[src/ach_pkg.sv]
// package: constants and types for the cell header register block
package ach_pkg;

  // ----------------------------------------------------------------
  // register indices (byte address is four times the index)
  // ----------------------------------------------------------------
  localparam logic [5:0] ACH_IDX_FIELD_SEL = 6'h09;
  localparam logic [5:0] ACH_IDX_TX_HDR1 = 6'h10;
  localparam logic [5:0] ACH_IDX_TX_HDR2 = 6'h11;
  localparam logic [5:0] ACH_IDX_TX_HDR3 = 6'h12;
  localparam logic [5:0] ACH_IDX_TX_HDR4 = 6'h13;
  localparam logic [5:0] ACH_IDX_IDLE_HDR1 = 6'h14;
  localparam logic [5:0] ACH_IDX_IDLE_HDR2 = 6'h15;
  localparam logic [5:0] ACH_IDX_IDLE_HDR3 = 6'h16;
  localparam logic [5:0] ACH_IDX_IDLE_HDR4 = 6'h17;
  localparam logic [5:0] ACH_IDX_RX_HDR1 = 6'h18;
  localparam logic [5:0] ACH_IDX_RX_HDR4 = 6'h1B;
  localparam logic [5:0] ACH_IDX_RX_MSK1 = 6'h1C;
  localparam logic [5:0] ACH_IDX_RX_MSK4 = 6'h1F;
  localparam logic [5:0] ACH_IDX_MODE = 6'h20;
  localparam logic [5:0] ACH_IDX_STATUS = 6'h21;

  // header byte bank spans indices 0x10 to 0x1F
  localparam int ACH_BANK_SIZE = 16;

  // ----------------------------------------------------------------
  // reset values
  // ----------------------------------------------------------------
  localparam logic [7:0] ACH_RST_HDR = 8'h00;
  localparam logic [7:0] ACH_RST_IDLE4 = 8'h01;
  localparam logic [7:0] ACH_RST_MSK = 8'hFF;
  localparam logic [7:0] ACH_RST_FIELD_SEL = 8'h00;
  localparam logic [7:0] ACH_RST_MODE = 8'h00;

  // ----------------------------------------------------------------
  // field positions
  // ----------------------------------------------------------------
  localparam int ACH_SEL_GFC = 0;
  localparam int ACH_SEL_VPI = 1;
  localparam int ACH_SEL_VCI = 2;
  localparam int ACH_SEL_PT = 3;
  localparam int ACH_SEL_CLP = 4;
  localparam int ACH_MODE_NNI = 0;
  localparam int ACH_CLP_BIT = 0;

  // ----------------------------------------------------------------
  // bus answers
  // ----------------------------------------------------------------
  localparam logic [1:0] ACH_RESP_OKAY = 2'h0;
  localparam logic [1:0] ACH_RESP_SLVERR = 2'h2;

  // octet 1 is the most significant byte
  typedef struct packed {
    logic [3:0] gfc_vpi;
    logic [7:0] vpi;
    logic [15:0] vci;
    logic [2:0] pt;
    logic clp;
  } ach_hdr_type;

endpackage

[src/ach_hdr_screen.sv]
// module: masked compare of a received cell header against a reference
`timescale 1ns/1ns
module ach_hdr_screen
  import ach_pkg::*;
(
  input wire logic [31:0] rx_hdr,
  input wire logic [31:0] match_hdr,
  input wire logic [31:0] ignore_mask,
  output logic [3:0] octet_match,
  output logic hdr_match
);

  // ----------------------------------------------------------------
  // per octet compare
  // ----------------------------------------------------------------
  genvar i;
  generate
    for (i = 0; i < 4; i++) begin : g_octet
      // a set mask bit lets either value through
      assign octet_match[i] = (((rx_hdr[8*i +: 8] ^ match_hdr[8*i +: 8])
        & ~ignore_mask[8*i +: 8]) == 8'h00);
    end
  endgenerate

  assign hdr_match = &octet_match;

endmodule // ach_hdr_screen

[src/ach_hdr_regs.sv]
// module: cell header registers, transmit insertion and receive screening
//
// Contract
// - user header is four consecutive byte registers
// - insert stored bits only in selected fields
// - idle cells carry the separate idle header
// - octet 1 upper nibble GFC (UNI), VPI (NNI)
// - CLP sits at octet 4 bit 0
// - idle octet 4 resets to 0x01, others zero
// - forward cell only on header match
// - mask further qualifies the header compare
// - mask bit one ignores that header bit
`timescale 1ns/1ns
module ach_hdr_regs
  import ach_pkg::*;
#(
  parameter int ADDR_WIDTH = 8,
  parameter int COUNT_WIDTH = 16
) (
  input wire logic aclk,
  input wire logic aresetn,
  // axi4-lite slave
  input wire logic [ADDR_WIDTH-1:0] s_axi_awaddr,
  input wire logic [2:0] s_axi_awprot,
  input wire logic s_axi_awvalid,
  output logic s_axi_awready,
  input wire logic [31:0] s_axi_wdata,
  input wire logic [3:0] s_axi_wstrb,
  input wire logic s_axi_wvalid,
  output logic s_axi_wready,
  output logic [1:0] s_axi_bresp,
  output logic s_axi_bvalid,
  input wire logic s_axi_bready,
  input wire logic [ADDR_WIDTH-1:0] s_axi_araddr,
  input wire logic [2:0] s_axi_arprot,
  input wire logic s_axi_arvalid,
  output logic s_axi_arready,
  output logic [31:0] s_axi_rdata,
  output logic [1:0] s_axi_rresp,
  output logic s_axi_rvalid,
  input wire logic s_axi_rready,
  // transmit cell headers
  input wire ach_hdr_type tx_in_hdr,
  input wire logic tx_in_valid,
  input wire logic tx_in_idle,
  output ach_hdr_type tx_out_hdr,
  output logic tx_out_valid,
  output logic tx_out_idle,
  // receive cell headers
  input wire ach_hdr_type rx_in_hdr,
  input wire logic rx_in_valid,
  output ach_hdr_type rx_fwd_hdr,
  output logic rx_fwd_valid,
  output logic rx_drop
);

  // ----------------------------------------------------------------
  // register storage
  // ----------------------------------------------------------------
  logic [7:0] hdr_bank [ACH_BANK_SIZE];
  logic [7:0] header_field_select;
  logic [7:0] mode;
  logic [COUNT_WIDTH-1:0] accept_count;
  logic [COUNT_WIDTH-1:0] drop_count;

  // ----------------------------------------------------------------
  // write channel state
  // ----------------------------------------------------------------
  logic aw_held;
  logic [5:0] aw_index;
  logic aw_ok;
  logic w_held;
  logic [7:0] w_byte;
  logic w_lane0;
  logic do_write;

  // ----------------------------------------------------------------
  // address decode helpers
  // ----------------------------------------------------------------
  function automatic logic in_range(input logic [ADDR_WIDTH-1:0] addr);
    // bits above the 8-bit register window must be clear; a shift keeps
    // the test legal when the bus is exactly 8 bits wide
    in_range = ((addr >> 8) == '0);
  endfunction

  function automatic logic is_writable(input logic [5:0] idx);
    is_writable = (idx == ACH_IDX_FIELD_SEL) || (idx == ACH_IDX_MODE)
      || ((idx >= ACH_IDX_TX_HDR1) && (idx <= ACH_IDX_RX_MSK4));
  endfunction

  function automatic logic is_readable(input logic [5:0] idx);
    is_readable = is_writable(idx) || (idx == ACH_IDX_STATUS);
  endfunction

  function automatic logic [7:0] bank_reset(input int slot);
    logic [5:0] idx;
    idx = ACH_IDX_TX_HDR1 + 6'(slot);
    if (idx == ACH_IDX_IDLE_HDR4) begin
      bank_reset = ACH_RST_IDLE4;
    end else if (idx >= ACH_IDX_RX_MSK1) begin
      bank_reset = ACH_RST_MSK;
    end else begin
      bank_reset = ACH_RST_HDR;
    end
  endfunction

  // ----------------------------------------------------------------
  // axi write address and data capture
  // ----------------------------------------------------------------
  // each channel is taken on its own; the response waits for both
  assign s_axi_awready = !aw_held;
  assign s_axi_wready = !w_held;
  assign do_write = aw_held && w_held && !s_axi_bvalid;

  always_ff @(posedge aclk) begin
    if (!aresetn) begin
      aw_held <= 1'b0;
      aw_index <= 6'h00;
      aw_ok <= 1'b0;
    end else if (s_axi_awvalid && s_axi_awready) begin
      aw_held <= 1'b1;
      aw_index <= s_axi_awaddr[7:2];
      aw_ok <= in_range(s_axi_awaddr) && is_writable(s_axi_awaddr[7:2]);
    end else if (do_write) begin
      aw_held <= 1'b0;
    end
  end

  always_ff @(posedge aclk) begin
    if (!aresetn) begin
      w_held <= 1'b0;
      w_byte <= 8'h00;
      w_lane0 <= 1'b0;
    end else if (s_axi_wvalid && s_axi_wready) begin
      w_held <= 1'b1;
      w_byte <= s_axi_wdata[7:0];
      w_lane0 <= s_axi_wstrb[0];
    end else if (do_write) begin
      w_held <= 1'b0;
    end
  end

  // ----------------------------------------------------------------
  // write response
  // ----------------------------------------------------------------
  always_ff @(posedge aclk) begin
    if (!aresetn) begin
      s_axi_bvalid <= 1'b0;
      s_axi_bresp <= ACH_RESP_OKAY;
    end else if (do_write) begin
      s_axi_bvalid <= 1'b1;
      s_axi_bresp <= aw_ok ? ACH_RESP_OKAY : ACH_RESP_SLVERR;
    end else if (s_axi_bready) begin
      s_axi_bvalid <= 1'b0;
    end
  end

  // ----------------------------------------------------------------
  // header byte bank
  // ----------------------------------------------------------------
  genvar g;
  generate
    for (g = 0; g < ACH_BANK_SIZE; g++) begin : g_bank
      always_ff @(posedge aclk) begin
        if (!aresetn) begin
          hdr_bank[g] <= bank_reset(g);
        end else if (do_write && aw_ok && w_lane0
          && (aw_index == ACH_IDX_TX_HDR1 + 6'(g))) begin
          hdr_bank[g] <= w_byte;
        end
      end
    end
  endgenerate

  // ----------------------------------------------------------------
  // control registers
  // ----------------------------------------------------------------
  always_ff @(posedge aclk) begin
    if (!aresetn) begin
      header_field_select <= ACH_RST_FIELD_SEL;
    end else if (do_write && aw_ok && w_lane0 && (aw_index == ACH_IDX_FIELD_SEL)) begin
      header_field_select <= w_byte;
    end
  end

  always_ff @(posedge aclk) begin
    if (!aresetn) begin
      mode <= ACH_RST_MODE;
    end else if (do_write && aw_ok && w_lane0 && (aw_index == ACH_IDX_MODE)) begin
      mode <= w_byte;
    end
  end

  // ----------------------------------------------------------------
  // axi read
  // ----------------------------------------------------------------
  logic [5:0] ar_index;
  logic [31:0] read_word;
  logic read_ok;

  assign ar_index = s_axi_araddr[7:2];
  assign s_axi_arready = !s_axi_rvalid;

  always_comb begin
    read_ok = in_range(s_axi_araddr) && is_readable(ar_index);
    read_word = 32'h0000_0000;
    if (!read_ok) begin
      read_word = 32'h0000_0000;
    end else if (ar_index == ACH_IDX_FIELD_SEL) begin
      read_word = {24'h000000, header_field_select};
    end else if (ar_index == ACH_IDX_MODE) begin
      read_word = {24'h000000, mode};
    end else if (ar_index == ACH_IDX_STATUS) begin
      read_word = {16'(drop_count), 16'(accept_count)};
    end else begin
      read_word = {24'h000000, hdr_bank[4'(ar_index - ACH_IDX_TX_HDR1)]};
    end
  end

  always_ff @(posedge aclk) begin
    if (!aresetn) begin
      s_axi_rvalid <= 1'b0;
      s_axi_rdata <= 32'h0000_0000;
      s_axi_rresp <= ACH_RESP_OKAY;
    end else if (s_axi_arvalid && s_axi_arready) begin
      s_axi_rvalid <= 1'b1;
      s_axi_rdata <= read_word;
      s_axi_rresp <= read_ok ? ACH_RESP_OKAY : ACH_RESP_SLVERR;
    end else if (s_axi_rready) begin
      s_axi_rvalid <= 1'b0;
    end
  end

  // ----------------------------------------------------------------
  // assembled 32-bit headers, octet 1 most significant
  // ----------------------------------------------------------------
  logic [31:0] tx_stored;
  logic [31:0] idle_stored;
  logic [31:0] rx_match_hdr;
  logic [31:0] rx_ignore;

  always_comb begin
    for (int k = 0; k < 4; k++) begin
      tx_stored[31-8*k -: 8] = hdr_bank[k];
      idle_stored[31-8*k -: 8] = hdr_bank[4+k];
      rx_match_hdr[31-8*k -: 8] = hdr_bank[8+k];
      rx_ignore[31-8*k -: 8] = hdr_bank[12+k];
    end
  end

  // ----------------------------------------------------------------
  // transmit insertion mask from the field select bits
  // ----------------------------------------------------------------
  ach_hdr_type insert_mask;
  logic upper_sel;

  // upper nibble of octet 1 follows the vpi select under nni
  assign upper_sel = mode[ACH_MODE_NNI] ? header_field_select[ACH_SEL_VPI]
    : header_field_select[ACH_SEL_GFC];

  always_comb begin
    insert_mask.gfc_vpi = {4{upper_sel}};
    insert_mask.vpi = {8{header_field_select[ACH_SEL_VPI]}};
    insert_mask.vci = {16{header_field_select[ACH_SEL_VCI]}};
    insert_mask.pt = {3{header_field_select[ACH_SEL_PT]}};
    insert_mask.clp = header_field_select[ACH_SEL_CLP];
  end

  // ----------------------------------------------------------------
  // transmit path, one cycle latency
  // ----------------------------------------------------------------
  logic [31:0] next_tx_hdr;

  always_comb begin
    if (tx_in_idle) begin
      next_tx_hdr = idle_stored;
    end else begin
      next_tx_hdr = (tx_stored & insert_mask) | (tx_in_hdr & ~insert_mask);
    end
  end

  always_ff @(posedge aclk) begin
    if (!aresetn) begin
      tx_out_valid <= 1'b0;
      tx_out_idle <= 1'b0;
      tx_out_hdr <= '0;
    end else begin
      tx_out_valid <= tx_in_valid;
      if (tx_in_valid) begin
        tx_out_hdr <= next_tx_hdr;
        tx_out_idle <= tx_in_idle;
      end
    end
  end

  // ----------------------------------------------------------------
  // receive screening, one cycle latency
  // ----------------------------------------------------------------
  logic rx_hit;

  ach_hdr_screen u_screen (
    .rx_hdr(rx_in_hdr),
    .match_hdr(rx_match_hdr),
    .ignore_mask(rx_ignore),
    .octet_match(),
    .hdr_match(rx_hit)
  );

  always_ff @(posedge aclk) begin
    if (!aresetn) begin
      rx_fwd_valid <= 1'b0;
      rx_drop <= 1'b0;
      rx_fwd_hdr <= '0;
    end else begin
      rx_fwd_valid <= rx_in_valid && rx_hit;
      rx_drop <= rx_in_valid && !rx_hit;
      if (rx_in_valid && rx_hit) begin
        rx_fwd_hdr <= rx_in_hdr;
      end
    end
  end

  // ----------------------------------------------------------------
  // screening counters, wrap at full scale
  // ----------------------------------------------------------------
  always_ff @(posedge aclk) begin
    if (!aresetn) begin
      accept_count <= '0;
    end else if (rx_in_valid && rx_hit) begin
      accept_count <= accept_count + 1'b1;
    end
  end

  always_ff @(posedge aclk) begin
    if (!aresetn) begin
      drop_count <= '0;
    end else if (rx_in_valid && !rx_hit) begin
      drop_count <= drop_count + 1'b1;
    end
  end

endmodule // ach_hdr_regs

[config.mk]
export PLATFORM = sky130hd
export DESIGN_NAME = ach_hdr_regs
export DESIGN_NICKNAME = d
export VERILOG_FILES = /design/src/ach_pkg.sv /design/src/ach_hdr_screen.sv /design/src/ach_hdr_regs.sv
export SDC_FILE = /design/constraint.sdc
export NUM_CORES = 1
export LEC_CHECK = 0
export CAP_MARGIN = 15
export CORE_ASPECT_RATIO = 0.5
export CORE_MARGIN = 2
export CORE_UTILIZATION = 40
export CTS_CLUSTER_DIAMETER = 120
export DETAILED_ROUTE_END_ITERATION = 6
export DONT_BUFFER_PORTS = 1
export GPL_TIMING_DRIVEN = 0
export HOLD_SLACK_MARGIN = 0.12
export PLACE_DENSITY = 0.51
export SETUP_SLACK_MARGIN = 0.15
export SYNTH_ARGS = -nofsm -noshare
export SYNTH_HDL_FRONTEND = slang
export SYNTH_SLANG_ARGS = --single-unit
[constraint.sdc]
create_clock -name aclk -period 3.2 [get_ports aclk]
set_clock_uncertainty 0.2 [all_clocks]
set_input_delay 0 -clock aclk [delete_from_list [all_inputs] [get_ports aclk]]
set_output_delay 0 -clock aclk [all_outputs]
set_load 0.01 [all_outputs]
======== Word level (Yosys, flattened, before mapping) ========
Memories as Yosys holds them, arrays and structs flattened.
Index checks and enable logic that the tools add are counted.
storage, ports and cells
  bits in writable memories ............... 128
  flip-flop bits (word level) ............. 172
  output and inout bits ................... 109
  logic and storage cells ................. 220
  input port bits ......................... 132
  memories kept ........................... 1
memory list
  memory    depth  width  read ports  clocked after Yosys merged registers in  write ports  line                text
  hdr_bank  16     8      17          0                                        16           ach_hdr_regs.sv:60  logic [7:0] hdr_bank [ACH_BANK_SIZE];
cells by class
  reduce and logical (&&, ||, !) cells .... 48
  equal/unequal tests ..................... 23
  order comparisons ....................... 4
  bitwise operators ....................... 32
  mux-type cells .......................... 80
  add/subtract/negate cells ............... 3
operators by type and width
  cell                                                            count
  2-to-1 mux 32 bit                                               5
  2-to-1 mux 8 bit                                                16
  equality test 6 x 5 -> 1 bit, second input constant             16
  bitwise AND 32 bit                                              2
  2-to-1 mux 1 bit                                                57
  adder 16 x 1 -> 16 bit, second input constant                   2
  bitwise AND 8 bit                                               4
  zero test 8 bit                                                 4
  NOT 32 bit                                                      1
  NOT 8 bit                                                       4
  bitwise OR 32 bit                                               1
  XOR 8 bit                                                       4
  logical AND 1 bit                                               29
  equality test 6 bit, second input constant                      4
  equality test 6 x 4 -> 1 bit, second input constant             3
  bitwise OR 1 bit                                                16
  >= comparator 6 x 5 -> 1 bit, second input constant             2
  less-or-equal comparator 6 x 5 -> 1 bit, second input constant  2
  nonzero test 2 bit                                              4
  zero test 1 bit                                                 5
  logical OR 1 bit                                                5
  2-to-1 mux 2 bit                                                2
  AND reduction 4 bit                                             1
  subtractor 4 x 1 -> 4 bit, second input constant                1

======== Logic depth before layout (Yosys ltp) ========
Gate-level depths: netlist of the first run.
  depth after elaboration ................. 9
  depth in mapped cells ................... 10
  depth with buffers taken out ............ 6

======== Modules after synthesis ========
Synthesis of the first run repeated with hierarchy kept, for this count alone.
second synthesis, totals
  cells, all modules ...................... 1,308
  area total of the unflattened synthesis .. 13,765.7 um^2
by module, submodules not included
  module          area an instance (um^2)  instances  sequential area each (um^2)  cells an instance
  ach_hdr_regs    13,326.5                 1          7,247.0                      1,255
  ach_hdr_screen  439.2                    1          0.0                          53

======== Worst setup path after synthesis of the first run ========
OpenSTA, ideal clock, no wires.
  path kind ............................... register to register
  from .................................... register s_axi_bvalid
  to ...................................... memory hdr_bank[13][0] (enable)
  clock period less this slack ............ 2,585 ps
  stages on the path, launching flop included .. 7
  path slack .............................. 615 ps
  arrival ................................. 2,001 ps
  cell sequence ........................... dfxtp_1 and3b_1 clkbuf_1 nand3_1 nor3b_2 nand3b_1 o21ai_0
RTL lines
  what                    line                 text
  from (decl)             ach_hdr_regs.sv:32   output logic s_axi_bvalid,
  from (signal assigned)  ach_hdr_regs.sv:148  s_axi_bvalid <= 1'b0;
  from (signal assigned)  ach_hdr_regs.sv:151  s_axi_bvalid <= 1'b1;
  from (signal assigned)  ach_hdr_regs.sv:154  s_axi_bvalid <= 1'b0;
  to (decl)               ach_hdr_regs.sv:60

==> metrics.yaml, run 1 <==
drt:
  postRouteAntennaNets: 0
  post-route-drc-count: 0
  drt_pre_antenna_iters: 5
  via_per_inst: 5.81
  route.vias.total: 11500
  wirelength_mm: 49.1
  avgRoutedWirePerCell_um: 24.8
  drt_first_iter_violations: 1139
cts:
  root_buffer: "sky130_fd_sc_hd__clkbuf_16"
  cts_tree: "done"
  worstSkewPairLatency_ns: 0.57
  clock_pin_slew_on_the_worst_setup_and_hold_paths_ns: 0.07
  htreeDepth: 1
  tritoncts.num_buffers: 28
  tritoncts_num_sinks: 298
  max_root_sink_buffers: 3
die:
  initial_utilization_pct: 41.0
  fp.dieW_um: 265
  num_rows: 47
  die_h_um: 135
  coreArea_um2: 33300
  top_level_ports: 241
  die_area_um2: 35800
sta:
  total_negative_setup_slacks_ns: 0
  layout_min_cycle_time_ns: 3.07
  unrepaired_setup_endpoints_after_global_routing: "yes"
  final-setup-viol-count: 0
  holdWs_ns: 0.0947
  tightest_slew_ns: 1.03
  timing_max_transition_violations_final: 0
  layout_worst_path_cycle_share_pct: 95.9
  max_freq_mhz: 326
  hold_viol_final: 0
  slew-limit-headroom_pct: 31.2
worst_hold_path:
  hold_path_class: "in -> reg"
synthesis:
  post_synthesis_instance_total: 1286
  yosys_warnings: 0
  netlist_top_cells_area: "sky130_fd_sc_hd__edfxtp_1, sky130_fd_sc_hd__dfxtp_1, sky130_fd_sc_hd__mux2i_1"
  yosysTopAreaCell: "sky130_fd_sc_hd__edfxtp_1"
  ys_async_sr_fraction_pct: 0
  post-synth-top-area-fraction_pct: 28.1
  syn_area_um2: 13700
  synth_sequential_area_ratio_pct: 53.0
  synthDistinctLibCells: 46
  adder_cell_share_of_the_synthesized_area_pct: 0.183
  syn_area_per_cell_um2: 10.6
  synthFlopType: "sky130_fd_sc_hd__dfxtp_1"
  synthesized_area_fraction_occupied_by_xor_and_xnor_cells_pct: 2.05
  synthSimpleGateAreaFrac_pct: 17.2
  synth_enable_flop_cells: 128
  postSynthRegisterBits: 298
  dominant_combinational_cell_family_by_area_after_synthesis: "simple AND/OR/NAND/NOR gates"
  synthMuxAreaShare_pct: 13.9
  synth_compound_gate_area_share_pct: 10.2
cells_and_area:
  nets: 1649
  final-seq-area_um2: 7250
  fin_area_um2: 17200
  syn_to_final_growth_pct: 25.6
  share_of_final_layout_standard_cells_stronger_than_drive_strength_1_pct: 10.3
  multi_input_area_um2: 6020
  fill_cells: 3001
critical_path:
  crit_top_cell: "sky130_fd_sc_hd__nand3_1"
  critPathCaptureType: "flop"
  timing.critical_path.from_type: "flop"
  wp_data_required_ns: 3.26
  worstSetupPathType: "reg -> reg"
  crit_fanout: 8
  cp_slowest_cell: "sky130_fd_sc_hd__o21ai_0"
  critPathBufInv: 2
  biggest_cell_delay_along_the_critical_path_ns: 0.54
  worst_ep_arrival_time_ns: 3.13
  cpLargestDelayFamily: "simple AND/OR/NAND/NOR gates"
  critical_path.cell_chain: "and3b_1, clkbuf_1, nand3_1, nor3b_2, nand3_1, o21ai_0, buf_2"
global_routing:
  grt_max_degree: 15
  vias_in_the_first_global_route: 11200
  grt_antenna_before_repair: 1
  global_route.overflow_total: 0
  grt_first_pass_wirelength_mm: 72.4
  globalRouteTotalUtil_pct: 27.2
place:
  place_congestion: 0.892
  buffer_ports.inserted: 0
  dp_hpwl_mm: 35.8
  place_area_um2: 14300
outcome:
  outcome: "finished clean"
power:
  vdd_ir_drop_max_v: 0.000471
  p_leak_nw: 6.00
  power.density_nw_per_um2: 505
  report.power.total_mw: 8.67
job:
  maxCapViolations: 0
## registers in the layout, summed over array words and instances, names as in the netlist
register / cells
hdr_bank: 128
rx_fwd_hdr: 32
s_axi_rdata: 32
tx_out_hdr: 32
accept_count: 16
drop_count: 16
header_field_select: 8
mode: 8
w_byte: 8
aw_index: 6
aw_held: 1
aw_ok: 1
rx_drop: 1
rx_fwd_valid: 1
s_axi_bresp: 1
s_axi_bvalid: 1
s_axi_rresp: 1
s_axi_rvalid: 1
tx_out_idle: 1
tx_out_valid: 1
w_held: 1
w_lane0: 1
## where the power goes
part           internal (mW)  total [mW]  switching, mW
clock                   2.06        3.61           1.54
sequential              4.07        4.20          0.131
combinational          0.387       0.861          0.474
total                   6.52        8.67           2.15
## logic make-up (layout without fill, tap and decap cells)
family	Yosys count	in the layout
AOI/OAI and AO/OA	242	242
xor gates and xnor gates	32	32
adders and majority gates	2	2
buffers and inverters	116	365
DFF	298	298
muxes	140	140
other	1	3
and+or+nand+nor	455	455
## per-layer routing
| layer | part of all wire [%] | GRT usage, % | vias to the layer above | routed length [µm] |
|---|---|---|---|---|
| li1 | - | - | 5115 | - |
| met1 | 44 | 37.8 | 5785 | 21500 |
| met2 | 46 | 44.3 | 477 | 22600 |
| met3 | 7.6 | 5.47 | 106 | 3760 |
| met4 | 2.6 | 6.21 | 0 | 1270 |
| met5 | 0 | 0 | - | 0 |
## final timing paths
path | startpoint | endpoint | slack (ns) | cells after the start
setup / recovery | s_axi_bvalid | hdr_bank[15][4] | 0.13 | 7
hold / removal | rx_in_hdr[18] | accept_count[9] | 0.09 | 8
setup reg to reg | s_axi_bvalid | hdr_bank[15][4] | 0.13 | 7
hold reg to reg | accept_count[15] | accept_count[15] | 0.28 | 2
## synthesized netlist by cell type, drive strengths merged, types with 2 or more instances
master,instances
nor3b,3
nor3,5
and4,3
a21oi,77
inv,17
ha,2
o31ai,24
buf,23
nand2,81
nand3,50
edfxtp,128
o221ai,7
o21ai,87
nand4,9
mux4,40
nand3b,3
or2,26
and3,6
nor2,114
xnor2,32
o22ai,17
mux2i,99
and2,97
or4,22
nor4,6
clkbuf,76
dfxtp,170
a211oi,2
or3,6
a22oi,24
nand2b,17
nor2b,4
## worst min-delay path, cell delays in order
cell	delay, ns
sky130_fd_sc_hd__xnor2_1	0.05
sky130_fd_sc_hd__o22ai_1	0.19
sky130_fd_sc_hd__nor4_2	0.07
sky130_fd_sc_hd__nand4_1	0.07
sky130_fd_sc_hd__buf_4	0.13
sky130_fd_sc_hd__buf_4	0.14
sky130_fd_sc_hd__or4_1	0.11
sky130_fd_sc_hd__a21oi_1	0.05
## per-stage QoR
stage | utilization, % | std cells | setup WS [ns]
after floorplan | - | 1287 | 0.615
after global placement | 42.7 | 1728 | -0.284
after detailed placement | 42.9 | 1741 | -0.0935
after CTS | 51.3 | 1975 | 0.160
after global routing | 51.5 | 1978 | 0.0133
final | 51.5 | 1978 | 0.133
## final cells by class
cell class | instances | area share, %
diodes | 1 | 0.0146
plain buffers | 99 | 2.35
clock buffers | 38 | 4.65
clock inverters | 13 | 0.940
inverters | 17 | 0.372
multi-input cells | 873 | 35.1
flip-flops and latches | 298 | 42.2
well taps | 441 | 3.21
repair buffers | 198 | 11.2
## cells in the final DEF (no fill, tap or decap), types with 7 or more instances in the layout
cell	n
sky130_fd_sc_hd__dlygate4sd3_1	183
sky130_fd_sc_hd__dfxtp_1	170
sky130_fd_sc_hd__edfxtp_1	128
sky130_fd_sc_hd__nor2_1	113
sky130_fd_sc_hd__mux2i_1	99
sky130_fd_sc_hd__and2_1	97
sky130_fd_sc_hd__nand2_1	81
sky130_fd_sc_hd__clkbuf_1	80
sky130_fd_sc_hd__a21oi_1	77
sky130_fd_sc_hd__o21ai_0	75
sky130_fd_sc_hd__nand3_1	50
sky130_fd_sc_hd__mux4_2	40
sky130_fd_sc_hd__xnor2_1	32
sky130_fd_sc_hd__clkbuf_16	29
sky130_fd_sc_hd__or2_2	26
sky130_fd_sc_hd__o31ai_1	24
sky130_fd_sc_hd__a22oi_1	24
sky130_fd_sc_hd__or4_1	22
sky130_fd_sc_hd__buf_2	21
sky130_fd_sc_hd__inv_1	18
sky130_fd_sc_hd__nand2b_1	17
sky130_fd_sc_hd__o22ai_1	17
sky130_fd_sc_hd__buf_4	10
sky130_fd_sc_hd__nand4_1	9
sky130_fd_sc_hd__o21ai_2	7
sky130_fd_sc_hd__o221ai_1	7
## repair_timing
item | CTS | global route
setup endpoints to repair | 52 | 128
hold endpoints to repair | 172 | 0
hold buffers | 183 | 0
pin swaps | 0 | 1
setup buffers | 0 | 2
resized for setup | 8 | 18
No activity file was read; power rests on OpenSTA's default activity.
==> inputs of run 2 (changes only) <==
CELL_PAD_IN_SITES_DETAIL_PLACEMENT = 1   (was default)
CELL_PAD_IN_SITES_GLOBAL_PLACEMENT = 1   (was default)
PLACE_DENSITY = 0.63   (was 0.51)
==> run 2 against run 1 <==
  * Count of clock-buffer cells in the layout increased by 1
  * Register-to-register slack about the same
  * Utilization increased by 0.18 points
  * Worst setup slack got worse by 0.0098 ns
  * Flip-flop and latch count unchanged
  * Sequential power about the same
  * Critical path depth unchanged
  * Design area increased by 0.34%
  * Worst hold slack improved by 0.046 ns
  * Wire length increased by 7.6%
==> metrics.yaml, run 2 (synthesis results as in run 1) <==
outcome:
  outcome: "finished clean"
drt:
  drt_first_iter_violations: 979  # -14%
  post-route-drc-count: 0  # unchanged
  drt_pre_antenna_iters: 5  # unchanged
  route.vias.total: 11700  # +2.2%
  wirelength_mm: 52.9  # +7.6%
  avgRoutedWirePerCell_um: 26.6  # +7.2%
  via_per_inst: 5.91  # +1.8%
  postRouteAntennaNets: 0  # unchanged
cells_and_area:
  post-route-util_pct: 51.7  # +0.18 points
  layout.cells.most_common_list: "sky130_fd_sc_hd__dlygate4sd3_1, sky130_fd_sc_hd__dfxtp_1, sky130_fd_sc_hd__edfxtp_1, sky130_fd_sc_hd__nor2_1, sky130_fd_sc_hd__mux2i_1"
  syn_to_final_growth_pct: 26.0
  mostFrequentLayoutCell: "sky130_fd_sc_hd__dlygate4sd3_1"
  register_with_the_highest_flop_count: "hdr_bank"
  share_of_final_layout_standard_cells_stronger_than_drive_strength_1_pct: 10.8  # +0.53 points
  fin_area_um2: 17200  # +0.34%
  nets: 1657  # +0.49%
  largest_register_ffs: 128  # unchanged
  final_cells: 1986  # +0.40%
sta:
  unrepaired_setup_endpoints_after_global_routing: "yes"
  layout_min_cycle_time_ns: 3.08  # +0.00983 ns
  total_negative_setup_slacks_ns: 0  # unchanged
  slew-limit-headroom_pct: 24.7  # -6.5 points
  max_freq_mhz: 325  # -0.32%
  fin_ws_ns: 0.123  # -0.00983 ns
  timing_max_transition_violations_final: 0  # unchanged
  holdWs_ns: 0.140  # +0.0457 ns
  layout_worst_path_cycle_share_pct: 96.2  # +0.31 points
  hold_viol_final: 0  # unchanged
  tightest_slew_ns: 1.13  # +0.0976 ns
  final-setup-viol-count: 0  # unchanged
place:
  place_area_um2: 14300  # about the same
  dp_hpwl_mm: 37.1  # +3.9%
  place_congestion: 0.892  # about the same
  place.detailed.instances: 1742  # +0.057%
  buffer_ports.inserted: 0  # unchanged
  place_worst_setup_slack_ns: -0.224  # -0.131 ns
critical_path:
  timing.critical_path.from_type: "flop"
  crit_top_cell: "sky130_fd_sc_hd__nand3_1"
  biggest_cell_delay_along_the_critical_path_ns: 0.51  # -0.03 ns
  critical_path.cell_chain: "and3b_1, clkbuf_1, nand3_1, nor3b_2, nand3_1, o21ai_1, buf_2"
  critPathCaptureType: "flop"
  cp_slowest_cell: "sky130_fd_sc_hd__dfxtp_1"
  wp_data_required_ns: 3.26  # about the same
  crit_fanout: 8  # unchanged
  worst_ep_arrival_time_ns: 3.14  # about the same
  worstSetupPathType: "reg -> reg"
power:
  vdd_ir_drop_max_v: 0.000407  # -13%
  p_leak_nw: 6.05  # +0.71%
  report.power.total_mw: 8.56  # -1.3%
  power.density_nw_per_um2: 496  # -1.6%
global_routing:
  global_route.peak_usage_layer: "met2"
  gr-usage-met3_pct: 5.49  # +0.018 points
  grt_antenna_before_repair: 2  # +1
  global_route.overflow_total: 0  # unchanged
  grt_util_met1_pct: 38.6  # +0.90 points
  globalRouteTotalUtil_pct: 29.1  # +1.9 points
  grt_first_pass_wirelength_mm: 77.5  # +7.0%
  grt_max_degree: 16  # +1
  grt_util_met2_pct: 49.3  # +5.1 points
  vias_in_the_first_global_route: 12100  # +7.8%
die:
  coreArea_um2: 33300  # unchanged
  die_h_um: 135  # unchanged
  die_area_um2: 35800  # unchanged
  top_level_ports: 241  # unchanged
  initial_utilization_pct: 41.0  # unchanged
  num_rows: 47  # unchanged
  fp.dieW_um: 265  # unchanged
job:
  maxCapViolations: 0  # unchanged
cts:
  clock_pin_slew_on_the_worst_setup_and_hold_paths_ns: 0.08  # about the same
  worstSkewPairLatency_ns: 0.57  # about the same
  cts_tree: "done"
  tritoncts_num_sinks: 298  # unchanged
  htreeDepth: 1  # unchanged
  tritoncts.num_buffers: 29  # +3.6%
  root_buffer: "sky130_fd_sc_hd__clkbuf_16"
  max_root_sink_buffers: 3  # unchanged
worst_hold_path:
  hold_path_class: "in -> reg"
==> run 2: per-layer routing <==
| metal | part of all wire [%] | wire length [µm] |
|---|---|---|
| met1 | 43 | 22600 |
| met2 | 48 | 25300 |
| met3 | 7.0 | 3680 |
| met4 | 2.5 | 1340 |
| met5 | 0.025 | 13 |
==> run 2: path summary, 6_finish.rpt <==
check	startpoint	endpoint	slack [ns]	cells after the start
worst min register to register	mode[2]	mode[2]	0.30	2
worst max-delay path	w_held	hdr_bank[3][5]	0.12	7
worst max register to register	w_held	hdr_bank[3][5]	0.12	7
worst min-delay path	tx_in_hdr[12]	tx_out_hdr[12]	0.14	5
==> run 2: cell type report <==
| class | instances | area, µm² |
|---|---|---|
| Clock buffer | 39 | 813 |
| Fill cell | 3569 | 16100 |
| Timing Repair Buffer | 205 | 1990 |
| Multi-Input combinational cell | 873 | 6060 |
| Tap cell | 441 | 552 |
| Inverter | 17 | 63.8 |
| Buffer | 99 | 407 |
| Clock inverter | 13 | 103 |
| Sequential cell | 298 | 7250 |
| Antenna cell | 1 | 2.50 |
==> run 2: worst max-delay path: cells and delay by family, from the launching register on <==
family | cells | cell delay [ns]
AND/OR/NAND/NOR | 4 | 1.08
AO/OA/AOI/OAI | 1 | 0.45
flip-flops | 1 | 0.51
buffers and inverters | 2 | 0.54
==> run 2: repair_timing <==
action / in CTS / in global routing
endpoints found under the setup margin: 69 / 186
endpoints found under the hold margin: 169 / 1
pin swaps: 1 / 2
hold buffers: 187 / 1
buffers inserted: 2 / 2
resized for setup: 12 / 24
==> run 2: power breakdown <==
part	internal [mW]	switching, mW	total, mW
combinational	0.391	0.512	0.904
sequential	4.07	0.134	4.20
clock	1.87	1.58	3.45
